**config.mk**
```make
export PLATFORM = sky130hd
export DESIGN_NAME = sar_adc_sequencer
export DESIGN_NICKNAME = d
export VERILOG_FILES = /design/src/verilog/adc_seq_pkg.sv /design/src/verilog/sar_adc_sequencer.sv
export SDC_FILE = /design/constraint.sdc
export NUM_CORES = 1
export LEC_CHECK = 0
export ABC_AREA = 1
export BUFFER_PORTS_ARGS = -buffer_cell sky130_fd_sc_hd__buf_2
export CAP_MARGIN = 30
export CORE_MARGIN = 2
export CORE_UTILIZATION = 45
export CTS_BUF_LIST = sky130_fd_sc_hd__clkbuf_4
export CTS_CLUSTER_SIZE = 12
export DETAILED_ROUTE_END_ITERATION = 16
export GPL_ROUTABILITY_DRIVEN = 0
export PLACE_DENSITY_LB_ADDON = 0.3
export SETUP_SLACK_MARGIN = 0.02
export SYNTH_ARGS = -nofsm -noshare
export SYNTH_HDL_FRONTEND = slang
export SYNTH_SLANG_ARGS = --single-unit
```
**constraint.sdc**
```tcl
create_clock -name pclk -period 2.6 [get_ports pclk]
set_input_delay 0.26 -clock pclk [delete_from_list [all_inputs] [get_ports pclk]]
set_output_delay 0.26 -clock pclk [all_outputs]
set_load 0.005 [all_outputs]
```
**src/verilog/adc_seq_pkg.sv**
```systemverilog
`default_nettype none
package adc_seq_pkg;
	// Register byte offsets on the APB side.
	localparam logic [7:0] OFS_MODE     = 8'h00;
	localparam logic [7:0] OFS_RESULT   = 8'h04;
	localparam logic [7:0] OFS_BITSET   = 8'h08;
	localparam logic [7:0] OFS_BITCLR   = 8'h0c;
	localparam logic [7:0] OFS_IRQ_STAT = 8'h10;
	localparam logic [7:0] OFS_IRQ_CLR  = 8'h14;
	localparam logic [7:0] OFS_IRQ_EN   = 8'h18;
	localparam logic [7:0] OFS_CLK_CFG  = 8'h1c;

	// Mode register layout and reset values.
	localparam int         MODE_DONE_BIT  = 2;
	localparam int         MODE_START_BIT = 3;
	localparam int         MODE_CH_LSB    = 4;
	localparam int         MODE_CH_MSB    = 6;
	localparam logic [7:0] MODE_WMASK     = 8'h7f;
	localparam logic [7:0] MODE_BITMASK   = 8'h0c;
	localparam logic [7:0] MODE_RESET     = 8'h04;
	localparam logic [7:0] RESULT_RESET   = 8'h7f;

	// Clock configuration layout.
	localparam int         CLK_SUB_BIT  = 0;
	localparam int         CLK_DIV0_BIT = 1;
	localparam int         CLK_DIV1_BIT = 2;
	localparam int         CLK_STOP_BIT = 3;
	localparam int         CLK_BUSY_BIT = 8;
	localparam logic [3:0] CLK_RESET    = 4'h0;

	// Interrupt status layout.
	localparam int         IRQ_DONE_BIT    = 0;
	localparam int         IRQ_RESTART_BIT = 1;
	localparam logic [1:0] IRQ_RESET       = 2'h0;

	// Timing, in main oscillator periods and in pclk cycles.
	localparam int PCLK_KHZ          = 20000;
	localparam int FX_KHZ            = 20000;
	localparam int CONV_FX_PERIODS   = 168;
	localparam int START_FX_PERIODS  = 16;
	localparam int CONV_CYC  = (CONV_FX_PERIODS * PCLK_KHZ) / FX_KHZ;
	localparam int START_MAX_CYC =
		(START_FX_PERIODS * PCLK_KHZ) / FX_KHZ;
	localparam int RES_BITS  = 8;
	localparam int STEP_CYC  = CONV_CYC / RES_BITS;
	localparam logic [4:0] STEP_LAST  = 5'(STEP_CYC - 1);
	localparam logic [4:0] START_LAST = 5'h03;
	localparam logic [7:0] TRIAL_MSB  = 8'h80;

	typedef enum logic [1:0] {
		ST_IDLE  = 2'h0,
		ST_DELAY = 2'h1,
		ST_CONV  = 2'h3
	} seq_state_t;
endpackage
`default_nettype wire

```
**src/verilog/sar_adc_sequencer.sv**
```systemverilog
`timescale 1ns/1ps
`default_nettype none
module sar_adc_sequencer (
	// APB slave.
	input  wire logic       pclk,
	input  wire logic       presetn,
	input  wire logic       psel,
	input  wire logic       penable,
	input  wire logic       pwrite,
	input  wire logic [7:0] paddr,
	input  wire logic [31:0] pwdata,
	output logic [31:0]     prdata,
	output logic            pready,
	output logic            pslverr,
	// Power state from the clock controller.
	input  wire logic       stop_mode,
	input  wire logic       halt_mode,
	// Analog front end.
	input  wire logic       compare_in,
	output logic [2:0]      channel_select,
	output logic [7:0]      dac_code,
	output logic            sample_hold,
	// Interrupt.
	output logic            irq
);
	import adc_seq_pkg::*;

	seq_state_t  state_reg, state_next;
	logic [7:0]  mode_reg, mode_next;
	logic [7:0]  result_reg, result_next;
	logic [7:0]  trial_reg, trial_next;
	logic [4:0]  cnt_reg, cnt_next;
	logic [2:0]  bit_reg, bit_next;
	logic [3:0]  clk_reg, clk_next;
	logic [1:0]  stat_reg, stat_next;
	logic [1:0]  en_reg, en_next;
	logic [31:0] rdata_reg, rdata_next;
	logic        cmp_s1, cmp_s2, cmp_s3, cmp_lvl;
	logic        cmp_lvl_next;
	logic        wr, setup, mapped, run_ok;
	logic        done_ev, restart_ev;
	logic [1:0]  irq_ev;
	logic [7:0]  trial_dec;

	assign wr     = psel && penable && pwrite;
	assign setup  = psel && !penable;
	assign pready = 1'b1;
	assign mapped = (paddr == OFS_MODE) || (paddr == OFS_RESULT) ||
		(paddr == OFS_BITSET) || (paddr == OFS_BITCLR) ||
		(paddr == OFS_IRQ_STAT) || (paddr == OFS_IRQ_CLR) ||
		(paddr == OFS_IRQ_EN) || (paddr == OFS_CLK_CFG);
	assign pslverr = psel && penable && !mapped;
	assign prdata  = rdata_reg;

	// The converter runs from the main clock only, so any of these
	// freezes the sequence where it stands until the clock returns.
	assign run_ok = !clk_reg[CLK_STOP_BIT] && !stop_mode &&
		!(halt_mode && clk_reg[CLK_SUB_BIT]);

	assign channel_select = mode_reg[MODE_CH_MSB:MODE_CH_LSB];
	assign dac_code       = trial_reg;
	assign sample_hold    = (state_reg == ST_CONV);
	assign irq            = |(stat_reg & en_reg);

	// Comparator result is asynchronous to pclk; a new level counts
	// only once the second and third stages agree.
	always_comb begin
		cmp_lvl_next = cmp_lvl;
		if (cmp_s2 == cmp_s3) begin
			cmp_lvl_next = cmp_s3;
		end
	end

	always_ff @(posedge pclk or negedge presetn) begin
		if (!presetn) begin
			cmp_s1  <= 1'b0;
			cmp_s2  <= 1'b0;
			cmp_s3  <= 1'b0;
			cmp_lvl <= 1'b0;
		end else begin
			cmp_s1  <= compare_in;
			cmp_s2  <= cmp_s1;
			cmp_s3  <= cmp_s2;
			cmp_lvl <= cmp_lvl_next;
		end
	end

	// Trial word after the current bit has been judged.
	always_comb begin
		trial_dec = trial_reg;
		if (!cmp_lvl) begin
			trial_dec[bit_reg] = 1'b0;
		end
	end

	always_comb begin
		state_next  = state_reg;
		mode_next   = mode_reg;
		result_next = result_reg;
		trial_next  = trial_reg;
		cnt_next    = cnt_reg;
		bit_next    = bit_reg;
		clk_next    = clk_reg;
		en_next     = en_reg;
		rdata_next  = rdata_reg;
		done_ev     = 1'b0;
		restart_ev  = 1'b0;

		// Sequencer; hardware clears come before software writes so
		// that a start written in the same cycle is not lost.
		if (run_ok) begin
			if (mode_reg[MODE_START_BIT]) begin
				restart_ev = (state_reg != ST_IDLE);
				state_next = ST_DELAY;
				cnt_next   = 5'h00;
				mode_next[MODE_START_BIT] = 1'b0;
			end else begin
				case (state_reg)
				ST_DELAY: begin
					if (cnt_reg == START_LAST) begin
						state_next = ST_CONV;
						mode_next[MODE_DONE_BIT] = 1'b0;
						trial_next = TRIAL_MSB;
						bit_next   = 3'h7;
						cnt_next   = 5'h00;
					end else begin
						cnt_next = cnt_reg + 5'h01;
					end
				end
				ST_CONV: begin
					if (cnt_reg == STEP_LAST) begin
						cnt_next = 5'h00;
						if (bit_reg == 3'h0) begin
							result_next = trial_dec;
							trial_next  = trial_dec;
							done_ev     = 1'b1;
							state_next  = ST_IDLE;
						end else begin
							trial_next = trial_dec;
							trial_next[bit_reg - 3'h1] = 1'b1;
							bit_next = bit_reg - 3'h1;
						end
					end else begin
						cnt_next = cnt_reg + 5'h01;
					end
				end
				default: begin
					state_next = ST_IDLE;
				end
				endcase
			end
		end

		// Register writes; the result register has no write path.
		if (wr) begin
			if (paddr == OFS_MODE) begin
				mode_next = pwdata[7:0] & MODE_WMASK;
			end else if (paddr == OFS_BITSET) begin
				mode_next = mode_next | (pwdata[7:0] & MODE_BITMASK);
			end else if (paddr == OFS_BITCLR) begin
				mode_next = mode_next & ~(pwdata[7:0] & MODE_BITMASK);
			end else if (paddr == OFS_IRQ_EN) begin
				en_next = pwdata[1:0];
			end else if (paddr == OFS_CLK_CFG) begin
				clk_next = pwdata[3:0];
			end
		end

		// Completion flag set wins over a software clear.
		if (done_ev) begin
			mode_next[MODE_DONE_BIT] = 1'b1;
		end

		if (setup) begin
			rdata_next = 32'h0000_0000;
			if (paddr == OFS_MODE) begin
				rdata_next[7:0] = mode_reg;
			end else if (paddr == OFS_RESULT) begin
				rdata_next[7:0] = result_reg;
			end else if (paddr == OFS_IRQ_STAT) begin
				rdata_next[1:0] = stat_reg;
			end else if (paddr == OFS_IRQ_EN) begin
				rdata_next[1:0] = en_reg;
			end else if (paddr == OFS_CLK_CFG) begin
				rdata_next[3:0] = clk_reg;
				rdata_next[CLK_BUSY_BIT] = (state_reg != ST_IDLE);
			end
		end
	end

	// Sticky interrupt status; a new event beats a clear.
	assign irq_ev = {restart_ev, done_ev};
	always_comb begin
		stat_next = stat_reg;
		if (wr && (paddr == OFS_IRQ_CLR)) begin
			stat_next = stat_reg & ~pwdata[1:0];
		end
		stat_next = stat_next | irq_ev;
	end

	always_ff @(posedge pclk or negedge presetn) begin
		if (!presetn) begin
			state_reg  <= ST_IDLE;
			mode_reg   <= MODE_RESET;
			result_reg <= RESULT_RESET;
			trial_reg  <= 8'h00;
			cnt_reg    <= 5'h00;
			bit_reg    <= 3'h0;
			clk_reg    <= CLK_RESET;
			stat_reg   <= IRQ_RESET;
			en_reg     <= IRQ_RESET;
			rdata_reg  <= 32'h0000_0000;
		end else begin
			state_reg  <= state_next;
			mode_reg   <= mode_next;
			result_reg <= result_next;
			trial_reg  <= trial_next;
			cnt_reg    <= cnt_next;
			bit_reg    <= bit_next;
			clk_reg    <= clk_next;
			stat_reg   <= stat_next;
			en_reg     <= en_next;
			rdata_reg  <= rdata_next;
		end
	end

	// Helper: running cycles spent converting, for the length check.
	logic [7:0] age_reg, age_next;
	always_comb begin
		age_next = age_reg;
		if (state_reg != ST_CONV) begin
			age_next = 8'h00;
		end else if (run_ok) begin
			age_next = age_reg + 8'h01;
		end
	end

	always_ff @(posedge pclk or negedge presetn) begin
		if (!presetn) begin
			age_reg <= 8'h00;
		end else begin
			age_reg <= age_next;
		end
	end
endmodule
`default_nettype wire

```
After elaboration in Yosys (flattened, before gate mapping)
Cells that the tools add are included.

Add/subtract/negate cells: 2. $lt $le $gt $ge: 4. Equality and inequality tests: 18. Muxes and demuxes: 52. Bitwise logic cells: 15. Reductions and logical operators: 37.

Operators by type and width (number): $mux W8 (8); $eq A8 B5 Y1 const B (4); $mux W2 (10); $mux W1 (18); $and A8 B8 Y8 (2); $eq A8 B4 Y1 const B (2); $mux W4 (4); $pmux W8 S2 (1); $mux W5 (3); $reduce_and A5 Y1 (3); $reduce_and A6 Y1 (2); $logic_and A1 B1 Y1 (10); $pmux W5 S2 (1); $mux W3 (3); $eq A8 B3 Y1 const B (1); $logic_not A8 Y1 (1); $lt A3 B4 Y1 const B (2); $not A4 Y8 (1); $not A8 Y8 (1); $or A8 B4 Y8 (1); $or A8 B8 Y8 (1); $logic_or A1 B1 Y1 (7); $demux W1 S3 (2); $ge A3 B1 Y1 const B (2); 24 further kinds (38).

Bits in registers: 55. Input bits: 48. Output and inout port bits: 47. Logic and storage cells: 143.

Depth between registers and ports, before layout
Gate-level depths: netlist (run 1).

Depth after elaboration: 11. Gate-level depth with buffers: 10.

Worst setup path after synthesis (run 1)
No wires, ideal clock.

Path type: register -> register. Start point: register bit_reg[0]. End point: register result_reg[5]. Setup time: 0.076 ns. Data arrival time: 1.329 ns. Slack: 1.195 ns. Cell stages (with the launch flop): 9. Clock period less this slack: 1.405 ns. Cell sequence: dfrtp_1 inv_1 ha_1 inv_1 nor2_2 nand4_4 buf_6 nand2_1 o21ai_2.

Longest elaborated chain between the ends: 7. Elaborated cells on any way between the ends: 10. Classes of those cells: order compare (2); mux (3); bitwise (2); reduce/logical (3).

Ends and longest elaborated chain: from (decl) (line sar_adc_sequencer.sv:33) `logic [2:0] bit_reg, bit_next;`; from (signal assigned) (line sar_adc_sequencer.sv:219) `bit_reg <= bit_next;`; $lt A3 B4 Y1 (not written as such) or $ge A3 B1 Y1 (tied branches) (line sar_adc_sequencer.sv:92) `trial_dec[bit_reg] = 1'b0;`; $logic_and A1 B1 Y1 (not written as such) (line sar_adc_sequencer.sv:92); $mux W1 (not written as such) (line sar_adc_sequencer.sv:92); $demux W1 S3 (line sar_adc_sequencer.sv:92); $not A8 Y8 (no source line); $and A8 B8 Y8 (no source line); $mux W8 (line sar_adc_sequencer.sv:91) `if (!cmp_lvl) begin`; to (signal assigned) (line sar_adc_sequencer.sv:216) `result_reg <= result_next;`; to (decl) (line sar_adc_sequencer.sv:30) `logic [7:0] result_reg, result_next;`.

Several ways; a longest one is shown, not always the timed one. A chain may end at the register's enable or synchronous reset.

Worst setup path after layout (run 1)
Start point: register state_reg[0]. End point: output port sample_hold.

Longest elaborated chain between the ends: 1.

Ends and longest elaborated chain: from (decl) (line sar_adc_sequencer.sv:28) `seq_state_t state_reg, state_next;`; from (signal assigned) (line sar_adc_sequencer.sv:214) `state_reg <= state_next;`; $eq A2 B2 Y1 (line sar_adc_sequencer.sv:62) `assign sample_hold = (state_reg == ST_CONV);`; to (decl) (line sar_adc_sequencer.sv:22) `output logic sample_hold,`.

Every way passes these cells.

==> flow_summary_export.csv, run 1 <==
group,metric,value,unit
die,die_area,0.00773,sq mm
routing,drt-wirelength-per-cell,12.0,um
cts,cts_max_level,2,
logic_synthesis,yosys.area_share.simple,27.9,%
global_routing,antenna_found_initial,0,
die,pin_count,95,
sta,setup_tns,0,ns
critical_path,endpoint_kind,"primary output",
placement,dpl_worst_slack,0.961,ns
cts,post_cts_resized,0,
sta,finalHoldViolations,0,
cts,postCtsSetupRepairBufs,0,
sta,post-route-period-util,63.8,%
logic_synthesis,synthArstFlopShare,100,%
cts,clockRootBuffer,"clkbuf_4",
logic_synthesis,synthXorXnorAreaFrac,1.10,%
cts,clockBufferDepth,2,
critical_path,path_class,"flip-flop to primary output",
critical_path,path_buf_inv,2,
critical_path,cp_slowest_stage_delay,0.52,ns
logic_synthesis,synthCells,403,
critical_path,crit_arrival,1.40,ns
die,die_w,87.9,um
sta,fin_crit,1.66,ns
sta,setup_viol_count_final,0,
finish,nNetsFinal,501,
global_routing,grt_usage,18.0,%
global_routing,grt_max_degree,55,
sta,maxSlewHeadroom,54.6,%
sta,worstMarginPinSlew,0.680,ns
global_routing,grt_pass1_vias,2409,
critical_path,path_cells,"nand2_2 -> inv_1 -> buf_2",
sta,max_clock_freq,0.603,GHz
logic_synthesis,synth_fa_ha_area_share,1.89,%
sta,drv_slew,0,
critical_path,required,2.34,ns
critical_path,cp_top_family,"flip-flops",
logic_synthesis,avgSynthCellArea,7.87,sq um
sta,layout_setup_ws,0.942,ns
cts,clk_pin_slew,0.16,ns
hold_path,hp-class,"primary input to flip-flop",
sta,rsz0062_at_grt,"false",
power_and_ir_drop,peakVddDrop,426,uV
logic_synthesis,yosysTopAreaCell,"dfrtp_1",
critical_path,start_kind,"flip-flop",
logic_synthesis,seq_area_frac_synth,42.9,%
logic_synthesis,synth_edf_count,0,
flow_run,maxCapViolations,0,
run_status,status,"complete, no violations",
logic_synthesis,synth_top_area_share,36.3,%
logic_synthesis,synth_ff_type,"dfrtp_1",
power_and_ir_drop,power_density,562,mW/mm^2
finish,drive_gt1_share,20.7,%
routing,via_count,2638,
cts,cts-buffers-inserted,5,
die,initial_core_util,46.7,%
placement,dp_cells,536,
die,die_y,87.9,um
die,std_cell_rows,30,
routing,routed_wl,6.55,mm
logic_synthesis,synth_area,0.00317,sq mm
global_routing,grt_pass1_wl,11.0,mm
logic_synthesis,synth-compound-area-share,12.3,%
placement,portBuffers,45,
routing,first_pass_iters,5,
placement,dpl.hpwl,4.94,mm
finish,largest_reg_flops,9,
routing,drt_iter0_markers,177,
critical_path,cpMaxStageDelayCell,"dfrtp_1",
cts,postCtsHoldBufs,2,
die,coreArea,0.00679,sq mm
logic_synthesis,ys_ff_latch,54,
critical_path,worstPathMaxFanout,7,
logic_synthesis,synth_top_family_by_area,"simple AND/OR/NAND/NOR gates",
power_and_ir_drop,p_total,0.00194,W
routing,viasPerCell,4.83,
logic_synthesis,synth_common_cells,"nand2_1, inv_1, dfrtp_1, nor2_1, nand3_1",
logic_synthesis,synth_mux_area_share,0.316,%
sta,fin_hold_ws,0.0876,ns
logic_synthesis,yosysUniqueCellTypes,34,
global_routing,gr-total-overflow,0,
sta,fin_worst_skew,0.0121,ns
finish,n_antenna_cell,0,
routing,final_antenna_net_count,0,
power_and_ir_drop,leakagePower,1.73,nW
cts,clk_latency,0.39,ns
routing,drc,0,
finish,final_cell_count_no_fill,546,
logic_synthesis,yosysWarnings,0,
cts,cts_tree,"built",
finish,synthToLayoutAreaGrowth,8.84,%
logic_synthesis,ys_top_cells_by_area,"dfrtp_1, nand2_1, dfstp_2, buf_4, inv_1",
logic_synthesis,yosysMostFrequentCell,"nand2_1",
cts,clock_sinks,54,
report_power, final:
group / leakage [nW] / total [W] / switching (W) / internal (W)
Sequential: 0.684 / 0.000988 / 0.0000801 / 0.000907
Clock: 0.0331 / 0.000377 / 0.000264 / 0.000113
Combinational: 1.02 / 0.000573 / 0.000378 / 0.000195
Total: 1.73 / 0.00194 / 0.000722 / 0.00122
through the flow:
step | util (%) | instance area, sq um
6_report | 50.8 | 3450
3_3_place_gp | 49.7 | 3380
4_1_cts | 50.8 | 3450
2_1_floorplan | - | 3250
5_1_grt | 50.8 | 3450
3_5_place_dp | 49.7 | 3380
cell type report:
cell class	count	area, sq um
clock buffer	6	45.0
clock inverter	2	8.76
fill	667	3340
inverter	51	191
multi-input combinational	289	1470
sequential	54	1360
tap	96	120
timing repair buffer	48	253
logic make-up (layout without fill, tap and decap cells):
logic type                 Yosys count  after routing
AOI/OAI and AO/OA                   65             65
muxes                                1              1
and+or+nand+nor                    190            190
adders and majority gates            5              5
buffers and inverters               82            107
DFF                                 54             54
xor gates and xnor gates             4              4
other                                2             24
cell usage in the layout (no fill, tap or decap), types with 4 or more instances in the layout:
cell type,instances
nor2_2,7
buf_2,45
a21oi_1,19
dfstp_2,8
conb_1,24
nand3_1,31
o21ai_0,23
nand3_2,5
nand2_1,99
ha_1,4
a21boi_0,7
inv_1,49
nor2_4,4
o21ai_2,9
clkbuf_4,6
nor2_1,33
dfrtp_1,46
path summary, 6_finish.rpt:
kind	startpoint	to	slack, ns	depth (start not counted)
setup / recovery	state_reg[0]	sample_hold	0.94	3
hold / removal	pwdata[5]	mode_reg[5]	0.09	3
setup reg to reg	bit_reg[1]	dac_code[3]	0.96	7
hold reg to reg	cmp_s1	cmp_s2	0.37	0
max in group asynchronous	presetn	bit_reg[1]	1.63	3
min in group asynchronous	presetn	prdata[5]	0.49	3
metal layers:
metal,share of wire [%],GRT usage [%]
met5,0,0
met1,47,24.0
met4,0.82,4.34
met2,47,29.5
met3,5.5,4.71
tightest hold or removal path: cells and delay by family:
kind	cells	cell delay (ns)
buffers and inverters	1	0.07
and+or+nand+nor	2	0.12
(Power assumes the default switching activity.)
==> inputs of run 2 (changes only) <==
==> constraint.sdc (replaced) <==
create_clock -name pclk -period 1.4 [get_ports pclk]
set_input_delay 0.14 -clock pclk [delete_from_list [all_inputs] [get_ports pclk]]
set_output_delay 0.14 -clock pclk [all_outputs]
set_load 0.005 [all_outputs]
==> run 2 against run 1 <==
Net effect:
- the flow now finishes with violations (negative setup slack)
- register-to-register slack worse by 1.1 ns
- routed wire length is 15% higher
- global-route usage up 1.2 points
- flip-flop and latch count unchanged
- critical path depth rose by 6
- hold slack worse by 0.055 ns
- final area is 18% higher
- largest cell class unchanged
- via count grew 8.8%
- clock power increased by 98%
==> flow_summary_export.csv, run 2 (same netlist as run 1, synthesis figures left out) <==
group,metric,value,unit
run_status,status,"finished, violations left",
run_status,violations,"negative setup slack",
die,die_area,0.00773,sq mm
critical_path,worstPathMaxFanout,4,
global_routing,grt_max_degree,47,
sta,fin_crit,1.58,ns
power_and_ir_drop,pwr-share-seq,40.6,%
routing,first_pass_iters,4,
finish,nNetsFinal,549,
finish,fillers,619,
die,initial_core_util,46.7,%
power_and_ir_drop,switching_share,38.5,%
critical_path,reg2reg_depth,9,
hold_path,hp-class,"primary input to flip-flop",
routing,final_antenna_net_count,0,
finish,synthToLayoutAreaGrowth,28.4,%
finish,multi_input_comb_area,0.00166,sq mm
routing,drc,0,
critical_path,crit_arrival,1.86,ns
finish,n_antenna_cell,0,
cts,cts_max_level,2,
routing,drt-wirelength-per-cell,12.6,um
critical_path,worstReg2RegStart,"cnt_reg[0]",
sta,drv_slew,0,
critical_path,timing.rr.end,"bit_reg[0]",
global_routing,grt_pass1_wl,11.8,mm
sta,finalHoldViolations,0,
routing,viasPerCell,4.83,
die,pin_count,95,
routing,via_count,2869,
power_and_ir_drop,power_switching,0.00174,W
cts,clk_pin_slew,0.16,ns
cts,cts-buffers-inserted,5,
flow_run,maxCapViolations,0,
finish,final_cell_mix,"nand2_1, dfrtp_1, buf_2, inv_1, buf_4",
sta,post-route-period-util,113,%
routing,drt_iter0_markers,94,
global_routing,gr-total-overflow,0,
power_and_ir_drop,p_int,0.00278,W
critical_path,required,1.68,ns
power_and_ir_drop,power.share.clock,16.5,%
routing,routed_wl,7.51,mm
cts,clockRootBuffer,"clkbuf_4",
critical_path,r2r_slack,-0.18,ns
power_and_ir_drop,p_comb_share,42.9,%
sta,max_clock_freq,0.634,GHz
finish,layout_commonest_cell,"nand2_1",
power_and_ir_drop,p_total,0.00452,W
cts,clk_latency,0.40,ns
critical_path,path_class,"flip-flop to flip-flop",
die,die_y,87.9,um
placement,portBuffers,45,
finish,final_cell_count_no_fill,594,
critical_path,endpoint_kind,"flip-flop",
finish,largest_reg_flops,9,
power_and_ir_drop,leakagePower,1.99,nW
finish,seqCellArea,0.00136,sq mm
die,coreArea,0.00679,sq mm
cts,clockBufferDepth,2,
die,std_cell_rows,30,
global_routing,antenna_found_initial,0,
cts,clock_sinks,54,
global_routing,grt_usage,19.3,%
power_and_ir_drop,power_density,1110,mW/mm^2
global_routing,grt_pass1_vias,2712,
placement,dp_cells,565,
hold_path,min-delay-start,"pwdata[2]",
critical_path,start_kind,"flip-flop",
power_and_ir_drop,peakVddDrop,928,uV
placement,dpl.hpwl,5.27,mm
cts,cts_tree,"built",
finish,drive_gt1_share,34.9,%
hold_path,holdPathStages,3,
sta,fin_worst_skew,0.0292,ns
sta,layout_setup_ws,-0.178,ns
hold_path,min_to,"clk_reg[2]",
die,die_w,87.9,um
sta,rsz0062_at_grt,"true",
sta,setup_viol_count_final,27,
## run 2: changes by cell type in the layout (fill, tap and decap cells not counted), moves of 6 or more
| cell | before | now |
|---|---|---|
| a21oi_1 | 19 | 12 |
| a21oi_2 | 0 | 7 |
| buf_4 | 1 | 39 |
| inv_1 | 49 | 42 |
| inv_2 | 2 | 9 |
| nand2_1 | 99 | 93 |
| o21ai_0 | 23 | 15 |
## run 2: layout make-up
class | count | share of cell area [%]
clock inverters | 3 | 0.615
multi-input cells | 289 | 40.9
well taps | 96 | 2.95
clock buffers | 5 | 0.922
flip-flops and latches | 54 | 33.5
inverters | 51 | 4.70
repair buffers | 96 | 16.4
## run 2: worst max-delay path by stage
stage	from	to	slack (ns)	cells after the start
finish	cnt_reg[0]	bit_reg[0]	-0.18	9
CTS	cnt_reg[0]	dac_code[7]	-0.10	7
floorplan	cnt_reg[0]	bit_reg[1]	0.03	9
global placement	cnt_reg[0]	mode_reg[2]	-0.07	9
global route	cnt_reg[0]	bit_reg[0]	-0.25	9
detailed placement	bit_reg[0]	dac_code[1]	-0.10	7
## run 2: worst max-delay path: stages, from the launching register on
cell and delay (ns):
dfrtp_1 0.43, inv_1 0.07, ha_2 0.19, nand3_4 0.09, o21ai_2 0.20, nand2_1 0.14
nor2_4 0.13, nand2_1 0.09, nand2_1 0.07, nand2_1 0.06
## run 2: metrics by stage
step / hold slack, ns / utilization [%] / setup WS, ns / area, sq um / TNS, ns
after floorplan: -0.156 / - / 0.0323 / 3260 / 0
after global placement: 0.0100 / 53.4 / -0.0657 / 3620 / -0.849
after detailed placement: 0.0137 / 53.4 / -0.105 / 3620 / -1.28
after CTS: 0.0137 / 56.5 / -0.104 / 3840 / -1.72
after global routing: 0.0205 / 59.9 / -0.251 / 4070 / -4.89
final: 0.0325 / 59.9 / -0.178 / 4070 / -2.62
## run 2: timing repair
action                                  CTS  global route
endpoints found under the setup margin   27            30
hold buffers                              6             0
setup buffers                             6             9
gates resized for setup                  10            52
hold endpoints to repair                 52             0
pin swaps                                 4            18
## run 2: layer usage
metal	part of all wire (%)	GRT usage, %	routed length (um)	vias up
met1	44	24.3	3320	1361
met3	4.4	3.96	334	11
met4	1.5	4.76	112	0
met2	50	33.9	3740	70
met5	0	0	0	-
li1	-	-	-	1427
## run 2: power by group through the flow
stage | Combinational [W] | Sequential (W) | Clock (W)
floorplan | 0.000899 | 0.00180 | 0
global placement | 0.00131 | 0.00183 | 0
detailed placement | 0.00135 | 0.00183 | 0
CTS | 0.00146 | 0.00181 | 0.000786
global route | 0.00211 | 0.00185 | 0.000846
finish | 0.00194 | 0.00183 | 0.000747
